==> src/bob_pkg.sv <==
package bob_pkg;

  // Bit operation kinds
  typedef enum logic [3:0] {
    BOB_SET, BOB_CLR, BOB_NOT, BOB_TST,
    BOB_AND, BOB_OR, BOB_XOR, BOB_LD, BOB_ST,
    BOB_IAND, BOB_IOR, BOB_IXOR, BOB_ILD, BOB_IST
  } bob_op_t;

  // Operand addressing forms
  typedef enum logic [1:0] {
    BOB_OPD_REG, BOB_OPD_IND, BOB_OPD_ABS
  } bob_opd_t;

  // Flow control kinds
  typedef enum logic [2:0] {
    BOB_FL_BCC, BOB_FL_JMP, BOB_FL_JSR, BOB_FL_BSR, BOB_FL_RTS
  } bob_flow_t;

  typedef struct packed {
    logic        c;
    logic        z;
    logic        n;
    logic        v;
  } bob_flags_t;

  // Decoded bit instruction request
  typedef struct packed {
    bob_op_t     op;
    bob_opd_t    opd;
    logic        bit_from_reg;
    logic [2:0]  bit_imm;
    logic [7:0]  bit_reg;
    logic [3:0]  low_nibble;
    logic [7:0]  reg_val;
    logic [15:0] ind_addr;
    logic [7:0]  abs_addr;
  } bob_bitreq_t;

  // Flow request
  typedef struct packed {
    bob_flow_t   kind;
    logic [3:0]  condition_field;
    logic [15:0] target;
    logic [15:0] disp;
  } bob_flowreq_t;

  localparam logic [7:0]  BOB_WO_READ     = 8'hff;
  localparam logic [15:0] BOB_ABS_BASE    = 16'hff00;
  localparam logic [3:0]  BOB_FIXED_NIB   = 4'h0;
  localparam logic [15:0] BOB_PC_RESET    = 16'h0000;
  localparam logic [15:0] BOB_INSTR_BYTES = 16'h0002;
  localparam logic [15:0] BOB_SP_RESET    = 16'h0000;

endpackage : bob_pkg

==> src/bob_core.sv <==
// Contract
// - A read from a write-only register yields all ones, so read-modify-write sees those bits set.
// - Set, clear and invert read the whole byte, change one bit, and write the whole byte back.
// - The bit number may be a 3-bit immediate picking one of eight bits.
// - Set, clear, invert and test may take the bit number from a general register instead.
// - The operand may be a register, a byte addressed through a register, or an 8-bit absolute address.
// - Indirect and absolute forms carry a fixed all-zero nibble, anything else is illegal.
// - Inverted-operand logic and inverted load/store accept only an immediate bit number.
// - A conditional branch tests the condition field against C, Z, N and V per the standard pair table.
module bob_core (
  // Clock and reset
  input  wire logic                 clk,
  input  wire logic                 rstn,
  // Bit instruction request
  input  wire logic                 bit_valid,
  input  bob_pkg::bob_bitreq_t      bit_req,
  output logic                      bit_done,
  output logic                      bit_illegal,
  output logic [7:0]                reg_result,
  output logic                      reg_we,
  // Flow request
  input  wire logic                 flow_valid,
  input  bob_pkg::bob_flowreq_t     flow_req,
  // Flags in and out
  input  bob_pkg::bob_flags_t       flags_in,
  output bob_pkg::bob_flags_t       flags_out,
  // Byte bus
  output logic                      bus_rd,
  output logic                      bus_wr,
  output logic [15:0]               bus_addr,
  output logic [7:0]                bus_wdata,
  input  wire logic [7:0]           bus_rdata,
  input  wire logic                 bus_ack,
  input  wire logic                 bus_write_only,
  // Program counter
  output logic [15:0]               pc,
  output logic                      taken
);

  typedef enum logic [1:0] {S_IDLE, S_READ, S_WRITE} bob_state_t;

  bob_state_t          state_reg, state_next;
  bob_pkg::bob_bitreq_t req_reg, req_next;
  logic [15:0]         addr_reg, addr_next;
  logic [7:0]          wdata_reg, wdata_next;
  logic [7:0]          result_reg, result_next;
  logic                reg_we_reg, reg_we_next;
  logic                done_reg, done_next;
  logic                ill_reg, ill_next;
  bob_pkg::bob_flags_t flags_reg, flags_next;
  logic [15:0]         pc_reg, pc_next;
  logic [15:0]         ret_reg, ret_next;
  logic                taken_reg, taken_next;

  logic [2:0]          sel;
  logic                legal;
  logic [7:0]          rd_byte;
  logic [7:0]          mod_byte;
  logic                bitv;
  logic                writes;
  bob_pkg::bob_flags_t fl_mod;
  logic                cond;

  ////////////////////////////////////////////////////////////////////////////
  // Bit selection and legality
  always_comb
  begin
    sel   = bit_req.bit_from_reg ? bit_req.bit_reg[2:0] : bit_req.bit_imm;
    legal = 1'b1;
    if (bit_req.bit_from_reg && !(bit_req.op inside {bob_pkg::BOB_SET, bob_pkg::BOB_CLR,
                                                      bob_pkg::BOB_NOT, bob_pkg::BOB_TST}))
    begin
      legal = 1'b0;
    end
    if (bit_req.opd != bob_pkg::BOB_OPD_REG && bit_req.low_nibble != bob_pkg::BOB_FIXED_NIB)
    begin
      legal = 1'b0;
    end
  end

  // Modify stage works on the latched request
  always_comb
  begin
    rd_byte  = (req_reg.opd == bob_pkg::BOB_OPD_REG) ? req_reg.reg_val : bus_rdata;
    if (req_reg.opd != bob_pkg::BOB_OPD_REG && bus_write_only)
    begin
      rd_byte = bob_pkg::BOB_WO_READ;
    end
    bitv     = rd_byte[wdata_reg[2:0]];
    mod_byte = rd_byte;
    fl_mod   = flags_reg;
    writes   = 1'b1;
    case (req_reg.op)
      bob_pkg::BOB_SET:  mod_byte[wdata_reg[2:0]] = 1'b1;
      bob_pkg::BOB_CLR:  mod_byte[wdata_reg[2:0]] = 1'b0;
      bob_pkg::BOB_NOT:  mod_byte[wdata_reg[2:0]] = ~bitv;
      bob_pkg::BOB_ST:   mod_byte[wdata_reg[2:0]] = flags_reg.c;
      bob_pkg::BOB_IST:  mod_byte[wdata_reg[2:0]] = ~flags_reg.c;
      default:           writes = 1'b0;
    endcase
    case (req_reg.op)
      bob_pkg::BOB_TST:  fl_mod.z = ~bitv;
      bob_pkg::BOB_AND:  fl_mod.c = flags_reg.c & bitv;
      bob_pkg::BOB_OR:   fl_mod.c = flags_reg.c | bitv;
      bob_pkg::BOB_XOR:  fl_mod.c = flags_reg.c ^ bitv;
      bob_pkg::BOB_LD:   fl_mod.c = bitv;
      bob_pkg::BOB_IAND: fl_mod.c = flags_reg.c & ~bitv;
      bob_pkg::BOB_IOR:  fl_mod.c = flags_reg.c | ~bitv;
      bob_pkg::BOB_IXOR: fl_mod.c = flags_reg.c ^ ~bitv;
      bob_pkg::BOB_ILD:  fl_mod.c = ~bitv;
      default:           fl_mod.c = flags_reg.c;
    endcase
  end

  ////////////////////////////////////////////////////////////////////////////
  // Condition evaluation
  always_comb
  begin
    case (flow_req.condition_field[3:1])
      3'h0:    cond = 1'b1;
      3'h1:    cond = ~(flags_reg.c | flags_reg.z);
      3'h2:    cond = ~flags_reg.c;
      3'h3:    cond = ~flags_reg.z;
      3'h4:    cond = ~flags_reg.v;
      3'h5:    cond = ~flags_reg.n;
      3'h6:    cond = ~(flags_reg.n ^ flags_reg.v);
      default: cond = ~(flags_reg.z | (flags_reg.n ^ flags_reg.v));
    endcase
    if (flow_req.condition_field[0])
    begin
      cond = ~cond;
    end
  end

  ////////////////////////////////////////////////////////////////////////////
  // Next state
  always_comb
  begin
    state_next  = state_reg;
    req_next    = req_reg;
    addr_next   = addr_reg;
    wdata_next  = wdata_reg;
    result_next = result_reg;
    reg_we_next = 1'b0;
    done_next   = 1'b0;
    ill_next    = 1'b0;
    flags_next  = flags_reg;
    pc_next     = pc_reg;
    ret_next    = ret_reg;
    taken_next  = 1'b0;
    case (state_reg)
      S_IDLE:
      begin
        // Flags follow the core unless a bit op owns them
        flags_next = flags_in;
        if (bit_valid)
        begin
          if (!legal)
          begin
            ill_next  = 1'b1;
            done_next = 1'b1;
          end
          else
          begin
            req_next   = bit_req;
            state_next = S_READ;
            // Low bits carry the bit number in register form
            case (bit_req.opd)
              bob_pkg::BOB_OPD_IND: addr_next = bit_req.ind_addr;
              bob_pkg::BOB_OPD_ABS: addr_next = bob_pkg::BOB_ABS_BASE | {8'h00, bit_req.abs_addr};
              default:              addr_next = {13'h0000, sel};
            endcase
            wdata_next = {5'h00, sel};
          end
        end
        else if (flow_valid)
        begin
          pc_next = pc_reg + bob_pkg::BOB_INSTR_BYTES;
          case (flow_req.kind)
            bob_pkg::BOB_FL_BCC:
            begin
              if (cond)
              begin
                pc_next    = pc_reg + bob_pkg::BOB_INSTR_BYTES + flow_req.disp;
                taken_next = 1'b1;
              end
            end
            bob_pkg::BOB_FL_JMP:
            begin
              pc_next    = flow_req.target;
              taken_next = 1'b1;
            end
            bob_pkg::BOB_FL_JSR:
            begin
              ret_next   = pc_reg + bob_pkg::BOB_INSTR_BYTES;
              pc_next    = flow_req.target;
              taken_next = 1'b1;
            end
            bob_pkg::BOB_FL_BSR:
            begin
              ret_next   = pc_reg + bob_pkg::BOB_INSTR_BYTES;
              pc_next    = pc_reg + bob_pkg::BOB_INSTR_BYTES + flow_req.disp;
              taken_next = 1'b1;
            end
            default:
            begin
              pc_next    = ret_reg;
              taken_next = 1'b1;
            end
          endcase
        end
      end
      S_READ:
      begin
        if (req_reg.opd == bob_pkg::BOB_OPD_REG || bus_ack)
        begin
          // Bit index parked in wdata until the byte arrives
          flags_next = fl_mod;
          if (!writes)
          begin
            done_next  = 1'b1;
            state_next = S_IDLE;
          end
          else if (req_reg.opd == bob_pkg::BOB_OPD_REG)
          begin
            result_next = mod_byte;
            reg_we_next = 1'b1;
            done_next   = 1'b1;
            state_next  = S_IDLE;
          end
          else
          begin
            wdata_next = mod_byte;
            state_next = S_WRITE;
          end
        end
      end
      default:
      begin
        if (bus_ack)
        begin
          done_next  = 1'b1;
          state_next = S_IDLE;
        end
      end
    endcase
  end

  always_ff @(posedge clk)
  begin
    if (!rstn)
    begin
      state_reg  <= S_IDLE;
      req_reg    <= '0;
      addr_reg   <= '0;
      wdata_reg  <= '0;
      result_reg <= '0;
      reg_we_reg <= 1'b0;
      done_reg   <= 1'b0;
      ill_reg    <= 1'b0;
      flags_reg  <= '0;
      pc_reg     <= bob_pkg::BOB_PC_RESET;
      ret_reg    <= bob_pkg::BOB_SP_RESET;
      taken_reg  <= 1'b0;
    end
    else
    begin
      state_reg  <= state_next;
      req_reg    <= req_next;
      addr_reg   <= addr_next;
      wdata_reg  <= wdata_next;
      result_reg <= result_next;
      reg_we_reg <= reg_we_next;
      done_reg   <= done_next;
      ill_reg    <= ill_next;
      flags_reg  <= flags_next;
      pc_reg     <= pc_next;
      ret_reg    <= ret_next;
      taken_reg  <= taken_next;
    end
  end

  ////////////////////////////////////////////////////////////////////////////
  // Outputs
  // Register form never touches the bus
  assign bus_rd      = (state_reg == S_READ) && (req_reg.opd != bob_pkg::BOB_OPD_REG);
  assign bus_wr      = (state_reg == S_WRITE);
  assign bus_addr    = addr_reg;
  assign bus_wdata   = wdata_reg;
  assign bit_done    = done_reg;
  assign bit_illegal = ill_reg;
  assign reg_result  = result_reg;
  assign reg_we      = reg_we_reg;
  assign flags_out   = flags_reg;
  assign pc          = pc_reg;
  assign taken       = taken_reg;

endmodule : bob_core

==> config.mk <==
export PLATFORM = sky130hd
export DESIGN_NAME = bob_core
export DESIGN_NICKNAME = d
export VERILOG_FILES = /design/src/bob_pkg.sv /design/src/bob_core.sv
export SDC_FILE = /design/constraint.sdc
export NUM_CORES = 1
export LEC_CHECK = 0
export BUFFER_PORTS_ARGS = -buffer_cell sky130_fd_sc_hd__buf_2
export CORE_AREA = 5 5 120 122
export CTS_CLUSTER_DIAMETER = 100
export DETAILED_ROUTE_END_ITERATION = 7
export DIE_AREA = 0 0 125 127
export PLACE_DENSITY = 0.86
export SYNTH_ARGS = -nofsm -noshare
export SYNTH_HDL_FRONTEND = slang
export SYNTH_SLANG_ARGS = --single-unit
==> constraint.sdc <==
create_clock -name clk -period 2.8 [get_ports clk]
set_input_delay 0.28 -clock clk [delete_from_list [all_inputs] [get_ports clk]]
set_output_delay 0.28 -clock clk [all_outputs]
set_load 0.02 [all_outputs]
==> flow_summary.ini, run 1 <==
[global_route]
gr-total-overflow = 0
grt_max_degree = 40
grt_pass1_wl_mm = 31.88
antenna_found_initial = 1
grt_pass1_vias = 6470
grt_usage = 0.2421

[floorplanning]
die_area_um2 = 15880
row_count = 42
die_x_um = 125
ios = 169
core-area_um2 = 13090
die_h_um = 127
initial_core_util = 0.4691

[timing]
tightest_slew_ps = 727.3
setup_ws_ps = 39.97
tns_ps = 0
fmax_ghz = 0.3623
hold_viol = 0
min_period_ps = 2760
relSlewSlack = 0.5100
finalCritPeriodShare = 0.9857
final_max_slew_viol_count = 0
finClkSkew_ps = 6.678
setup_violations = 0
rsz0062_at_grt = yes

[finish]
multi_input_area_um2 = 4116
fin_nets = 1086
regArea_um2 = 1769
syn_to_final_growth_pct = 25.97
drive_above_1_share = 0.3048
fillers = 1147
fin_util = 0.5909
final_cell_area_um2 = 7732

[placed_design]
io_buffers = 163
hpwl_mm = 15.06
dp_slack_ps = -30.29
placed_cell_area_um2 = 7237
gp_congestion = 0.9907

[route]
vias_per_cell = 6.074
vias = 6894
drt_iter0_markers = 755
first_pass_iters = 6
ant_nets = 0
wl_per_cell_um = 18.32
wirelength_mm = 20.80
drc = 0

[logic_synthesis]
synth_area_per_cell_um2 = 7.810
syn_inst = 786
yosys-top-cells-area = dfxtp_1, a21oi_1, nand2_1
synth_edf_count = 0
syn_area_um2 = 6138
synth_ff_type = dfxtp_1
yosysSeqAreaShare = 0.2870
synth_commonest_cells = nand2_1, dfxtp_1, a21oi_1
synth_cell_types = 84
synth_nets = 919
synth_top_area_frac = 0.2870
yosysTopAreaCell = dfxtp_1
yosysWarnings = 0
synth_async_sr_flop_share = 0
ys_seq_elements = 88
yosysMostFrequentCell = nand2_1

[clock_tree]
cts_tree = yes
cts_buffers = 9
worstSkewPairLatency_ps = 340
cts_max_path_buffers = 2
clock-sinks = 88
htree_levels = 3
cts_root_buffer = clkbuf_16
clk_pin_slew_ps = 60

[critical_path]
worstPathArrival_ps = 2980
path_max_fanout = 7
r2r-end = pc[15]
r2r-start = pc[1]
start_kind = flip-flop
path_class = reg2reg
cp-startpoint = pc[1]
path_cells = buf_4, nand2_1, nor2_2, and4_1, xor2_2, ha_4, buf_4, nand3_1, or3b_4, a21boi_2, o41ai_2, xnor2_1, o21ai_1
crit_top_cell = buf_4
rr_worst_depth = 13
r2r_slack_ps = 40
cp-end-kind = flip-flop
critPathMaxStageDelay_ps = 390
worstPathRequired_ps = 3020
crit_slowest_cell = or3b_4

[hold_path]
hold_path_class = in2reg
worstHoldStart = flags_in[1]
min_path_cells = 3
worstHoldEndpoint = flags_out[1]

[job]
drv_cap = 0

[run_status]
status = finished clean

[power_and_ir_drop]
p_leak_nw = 3.336
p_per_area_nw_per_um2 = 439.9
total_power_mw = 3.402
ir_worst_vdd_mv = 0.2904
==> where the power goes <==
group          internal (mW)  switching [mW]  total, mW
Sequential              1.30          0.0529       1.35
Combinational          0.351           0.481      0.832
Clock                  0.720           0.501       1.22
==> metal layers <==
| metal | up-vias | part of all wire | GRT usage |
|---|---|---|---|
| met3 | 83 | 0.085 | 0.04466 |
| met1 | 3176 | 0.41 | 0.3119 |
| met4 | 0 | 0.048 | 0.1199 |
| li1 | 3234 | - | - |
| met2 | 401 | 0.45 | 0.3920 |
| met5 | - | 0 | 0 |
==> through the flow <==
step           hold slack, ps  std cells
2_1_floorplan           416.0        786
3_3_place_gp            437.0       1115
3_5_place_dp            441.2       1115
4_1_cts                 167.9       1131
5_1_grt                 179.3       1135
6_report                178.5       1135
==> timing repair <==
item / in CTS / in global routing
gates resized for setup: 6 / 26
setup buffers: 0 / 3
hold endpoints to repair: 0 / 0
setup endpoints to repair: 4 / 6
hold buffers: 0 / 0
pin swaps: 0 / 8
==> critical path, delay by kind of cell (launching register included) <==
| kind | cells | cell delay [ps] |
|---|---|---|
| xor gates and xnor gates | 2 | 280 |
| DFF | 1 | 350 |
| buffers and inverters | 2 | 280 |
| and+or+nand+nor | 5 | 1040 |
| AOI/OAI and AO/OA | 3 | 390 |
| adders and majority gates | 1 | 290 |
==> how the worst max path moves through the flow <==
stage / endpoint / cells after the start
after CTS: pc[12] / 13
after detailed placement: pc[14] / 13
final: pc[15] / 13
after global placement: pc[14] / 12
after floorplan: pc[14] / 11
after global routing: pc[14] / 13
==> placed cells by master, fill, tap and decap left out, drive strengths merged, types with 6 or more instances in the layout <==
master and count:
a211oi 17, a21o 9, a21oi 77, a221oi 26
a22o 11, and3 6, buf 218, clkbuf 12
dfxtp 88, ha 21, inv 20, mux2i 6
nand2 96, nand2b 6, nand3 33, nor2 70
nor2b 6, nor3 24, o211ai 18, o21a 7
o21ai 55, or3 10, or3b 9, xnor2 21
xor2 6
==> cell families after synthesis <==
kind of cell    share of synthesized area
simple gates                       0.2303
compound gates                     0.3111
flops                              0.2870
buf+inv                           0.06971
xor+xnor                          0.03852
fa+ha+maj                         0.04933
mux                               0.01406
==> final cells by class <==
cell class | instances | share of cell area
Antenna cell | 1 | 0.0003236
Clock buffer | 12 | 0.03188
Clock inverter | 4 | 0.006796
Inverter | 19 | 0.009223
Multi-Input combinational cell | 617 | 0.5324
Sequential cell | 88 | 0.2288
Tap cell | 176 | 0.02848
Timing Repair Buffer | 218 | 0.1621
Power figures use the tool's default switching activity.
==> run 2, diff against run 1 <==
--- a/config.mk
+++ b/config.mk
@@ -5,12 +5,13 @@
 export SDC_FILE = /design/constraint.sdc
 export NUM_CORES = 1
 export LEC_CHECK = 0
+export ABC_AREA = 1
 export BUFFER_PORTS_ARGS = -buffer_cell sky130_fd_sc_hd__buf_2
 export CORE_AREA = 5 5 120 122
 export CTS_CLUSTER_DIAMETER = 100
 export DETAILED_ROUTE_END_ITERATION = 7
 export DIE_AREA = 0 0 125 127
-export PLACE_DENSITY = 0.86
+export PLACE_DENSITY = 0.88
 export SYNTH_ARGS = -nofsm -noshare
 export SYNTH_HDL_FRONTEND = slang
 export SYNTH_SLANG_ARGS = --single-unit
==> run 2 against run 1 <==
  * Non-clock buffer count fell by 37
  * Global-route usage shrank 0.52 points
  * Power is 2.0% lower
  * Cell area shrank 0.47%
  * Sequential power hardly changed
  * Via count is 7.0% higher
  * Critical path depth increased by 3
  * Flip-flop and latch count did not move
==> flow_summary.ini, run 2 <==
[timing]
finClkSkew_ps = 7.188
hold_viol = 0
tightest_slew_ps = 634.2
fmax_ghz = 0.3820
finalCritPeriodShare = 0.9350
whs_ps = 165.1
final_max_slew_viol_count = 0
setup_violations = 0
min_period_ps = 2618
setup_ws_ps = 182.0
relSlewSlack = 0.5767

[route]
ant_nets = 0
first_pass_iters = 6
vias = 7377
drc = 0
wl_per_cell_um = 14.54
wirelength_mm = 19.97
vias_per_cell = 5.373
drt_iter0_markers = 723

[critical_path]
path_class = reg2reg
cp-startpoint = pc[3]
start_kind = flip-flop
r2r-start = pc[3]
path_delay_family = simple AND/OR/NAND/NOR gates
crit_top_cell = nand2_1
r2r_slack_ps = 180
critPathMaxStageDelay_ps = 370
path_max_fanout = 4
r2r-end = pc[9]
path_cells = nand2_1, nor2_4, nand2_1, xor2_2, inv_1, ha_1, nand2_1, inv_1, a21oi_2, buf_4, nand4_1, nand2_1, nand3_1, nand2_1, o21ai_1, a21oi_1
cp-end-kind = flip-flop
worstPathArrival_ps = 2840
crit_slowest_cell = dfxtp_1
worstPathRequired_ps = 3020
cp.buffers_inverters = 3
rr_worst_depth = 16

[global_route]
gr-total-overflow = 0
grt_max_degree = 47
grt_pass1_vias = 6728
grt_pass1_wl_mm = 31.48
grt_usage = 0.2369
antenna_found_initial = 0

[finish]
syn_to_final_growth_pct = 22.51
final_cell_mix = nand2_1, buf_2, nor2_1
fillers = 1265
regArea_um2 = 1772
diodes = 0
multi_input_area_um2 = 3993
final_common_cell = nand2_1
fin_util = 0.5882
fin_nets = 1325
final_cell_area_um2 = 7696
drive_above_1_share = 0.2147

[hold_path]
worstHoldStart = flags_in[0]
hold_path_class = in2reg
worstHoldEndpoint = flags_out[0]
min_path_cells = 3

[logic_synthesis]
yosysWarnings = 0
yosysMostFrequentCell = nand2_1
ys_seq_elements = 88
synth_async_sr_flop_share = 0
yosys-top-cells-area = dfxtp_1, nand2_1, a21oi_1
syn_inst = 1034
synth_top_area_frac = 0.2804
synth_area_per_cell_um2 = 6.076
synth_cell_types = 48
yosysTopAreaCell = dfxtp_1
syn_area_um2 = 6282
synth_ff_type = dfxtp_1
synth_nets = 1167
yosysSeqAreaShare = 0.2804
synth_commonest_cells = nand2_1, nor2_1, inv_1
synth_edf_count = 0

[floorplanning]
die_h_um = 127
die_area_um2 = 15880
die_x_um = 125
initial_core_util = 0.4801
core-area_um2 = 13090
row_count = 42
ios = 169

[clock_tree]
cts_tree = yes
htree_levels = 3
cts_max_path_buffers = 2
cts_root_buffer = clkbuf_16
clock-sinks = 88
clk_pin_slew_ps = 70
cts_buffers = 9
ctsHoldBuffers = 0
worstSkewPairLatency_ps = 340

[placed_design]
placed_cell_area_um2 = 7320
hpwl_mm = 15.31
io_buffers = 163
dp_slack_ps = 65.73
gp_congestion = 0.9349

[power_and_ir_drop]
p_leak_nw = 3.838
ir_worst_vdd_mv = 0.2823
p_per_area_nw_per_um2 = 433.3
total_power_mw = 3.335

[run_status]
status = finished clean

[job]
drv_cap = 0
-- run 2: changes by cell type in the layout (fill, tap and decap cells not counted), sizes merged, moves of 16 or more --
cell | previous run | this run
a221oi | 26 | 1
o21ai | 55 | 88
a211oi | 17 | 1
inv | 20 | 129
a21oi | 77 | 116
nor2 | 70 | 137
nand3 | 33 | 62
buf | 218 | 181
nand2 | 96 | 279
nor3 | 24 | 7
-- run 2: cells by family (layout without fill, tap and decap cells) --
kind of cell / Yosys count / count (layout) / share of synthesized area
flip-flops: 88 / 88 / 0.2804
multiplexers: 3 / 3 / 0.004780
adder cells (fa/ha/maj): 22 / 22 / 0.04501
AND/OR/NAND/NOR: 512 / 512 / 0.3501
XOR/XNOR: 14 / 14 / 0.01952
buffers and inverters: 164 / 327 / 0.09978
AO/OA/AOI/OAI: 231 / 231 / 0.2004
-- run 2: timing repair --
item                                    4_1_cts  5_1_grt
setup buffers                                 0        0
endpoints found under the setup margin        1       10
resized for setup                             1       29
pin swaps                                     0        1
-- run 2: how the worst max path moves through the flow --
stage	end	slack, ps	depth (start not counted)
after global placement	pc[8]	140	13
final	pc[9]	180	16
after global routing	pc[13]	-30	17
after detailed placement	pc[8]	70	13
after floorplan	pc[15]	210	15
after CTS	pc[9]	40	16
-- run 2: worst reg2reg max path: cells and delay by family, from the launching register on --
family	cells	cell delay (ps)
adder cells (fa/ha/maj)	1	350
XOR/XNOR	1	170
flip-flops	1	370
buffers and inverters	3	360
AND/OR/NAND/NOR	8	870
AO/OA/AOI/OAI	3	380
-- run 2: area by class of cell --
| class | instances | area share |
|---|---|---|
| Multi-Input combinational cell | 782 | 0.5188 |
| Sequential cell | 88 | 0.2302 |
| Timing Repair Buffer | 181 | 0.1236 |
| Inverter | 130 | 0.06340 |
| Clock buffer | 9 | 0.02926 |
| Tap cell | 176 | 0.02861 |
| Clock inverter | 7 | 0.006178 |
-- run 2: power by group --
| group | internal [mW] | total, mW | switching, mW |
|---|---|---|---|
| combinational | 0.305 | 0.861 | 0.556 |
| clock | 0.601 | 1.12 | 0.518 |
| sequential | 1.31 | 1.35 | 0.0488 |
-- run 2: per-stage QoR --
stage | setup TNS [ps] | std cells
2_1_floorplan | 0 | 1034
3_3_place_gp | 0 | 1357
3_5_place_dp | 0 | 1357
4_1_cts | 0 | 1373
5_1_grt | -57.33 | 1373
6_report | 0 | 1373
-- run 2: layer usage --
| metal | share of wire | wire, um | global-route usage | up-vias |
|---|---|---|---|---|
| li1 | - | - | - | 3662 |
| met1 | 0.39 | 7863 | 0.2755 | 3310 |
| met2 | 0.49 | 9735 | 0.4201 | 333 |
| met3 | 0.077 | 1535 | 0.05551 | 72 |
| met4 | 0.042 | 835 | 0.09885 | 0 |
| met5 | 0 | 0 | 0 | - |
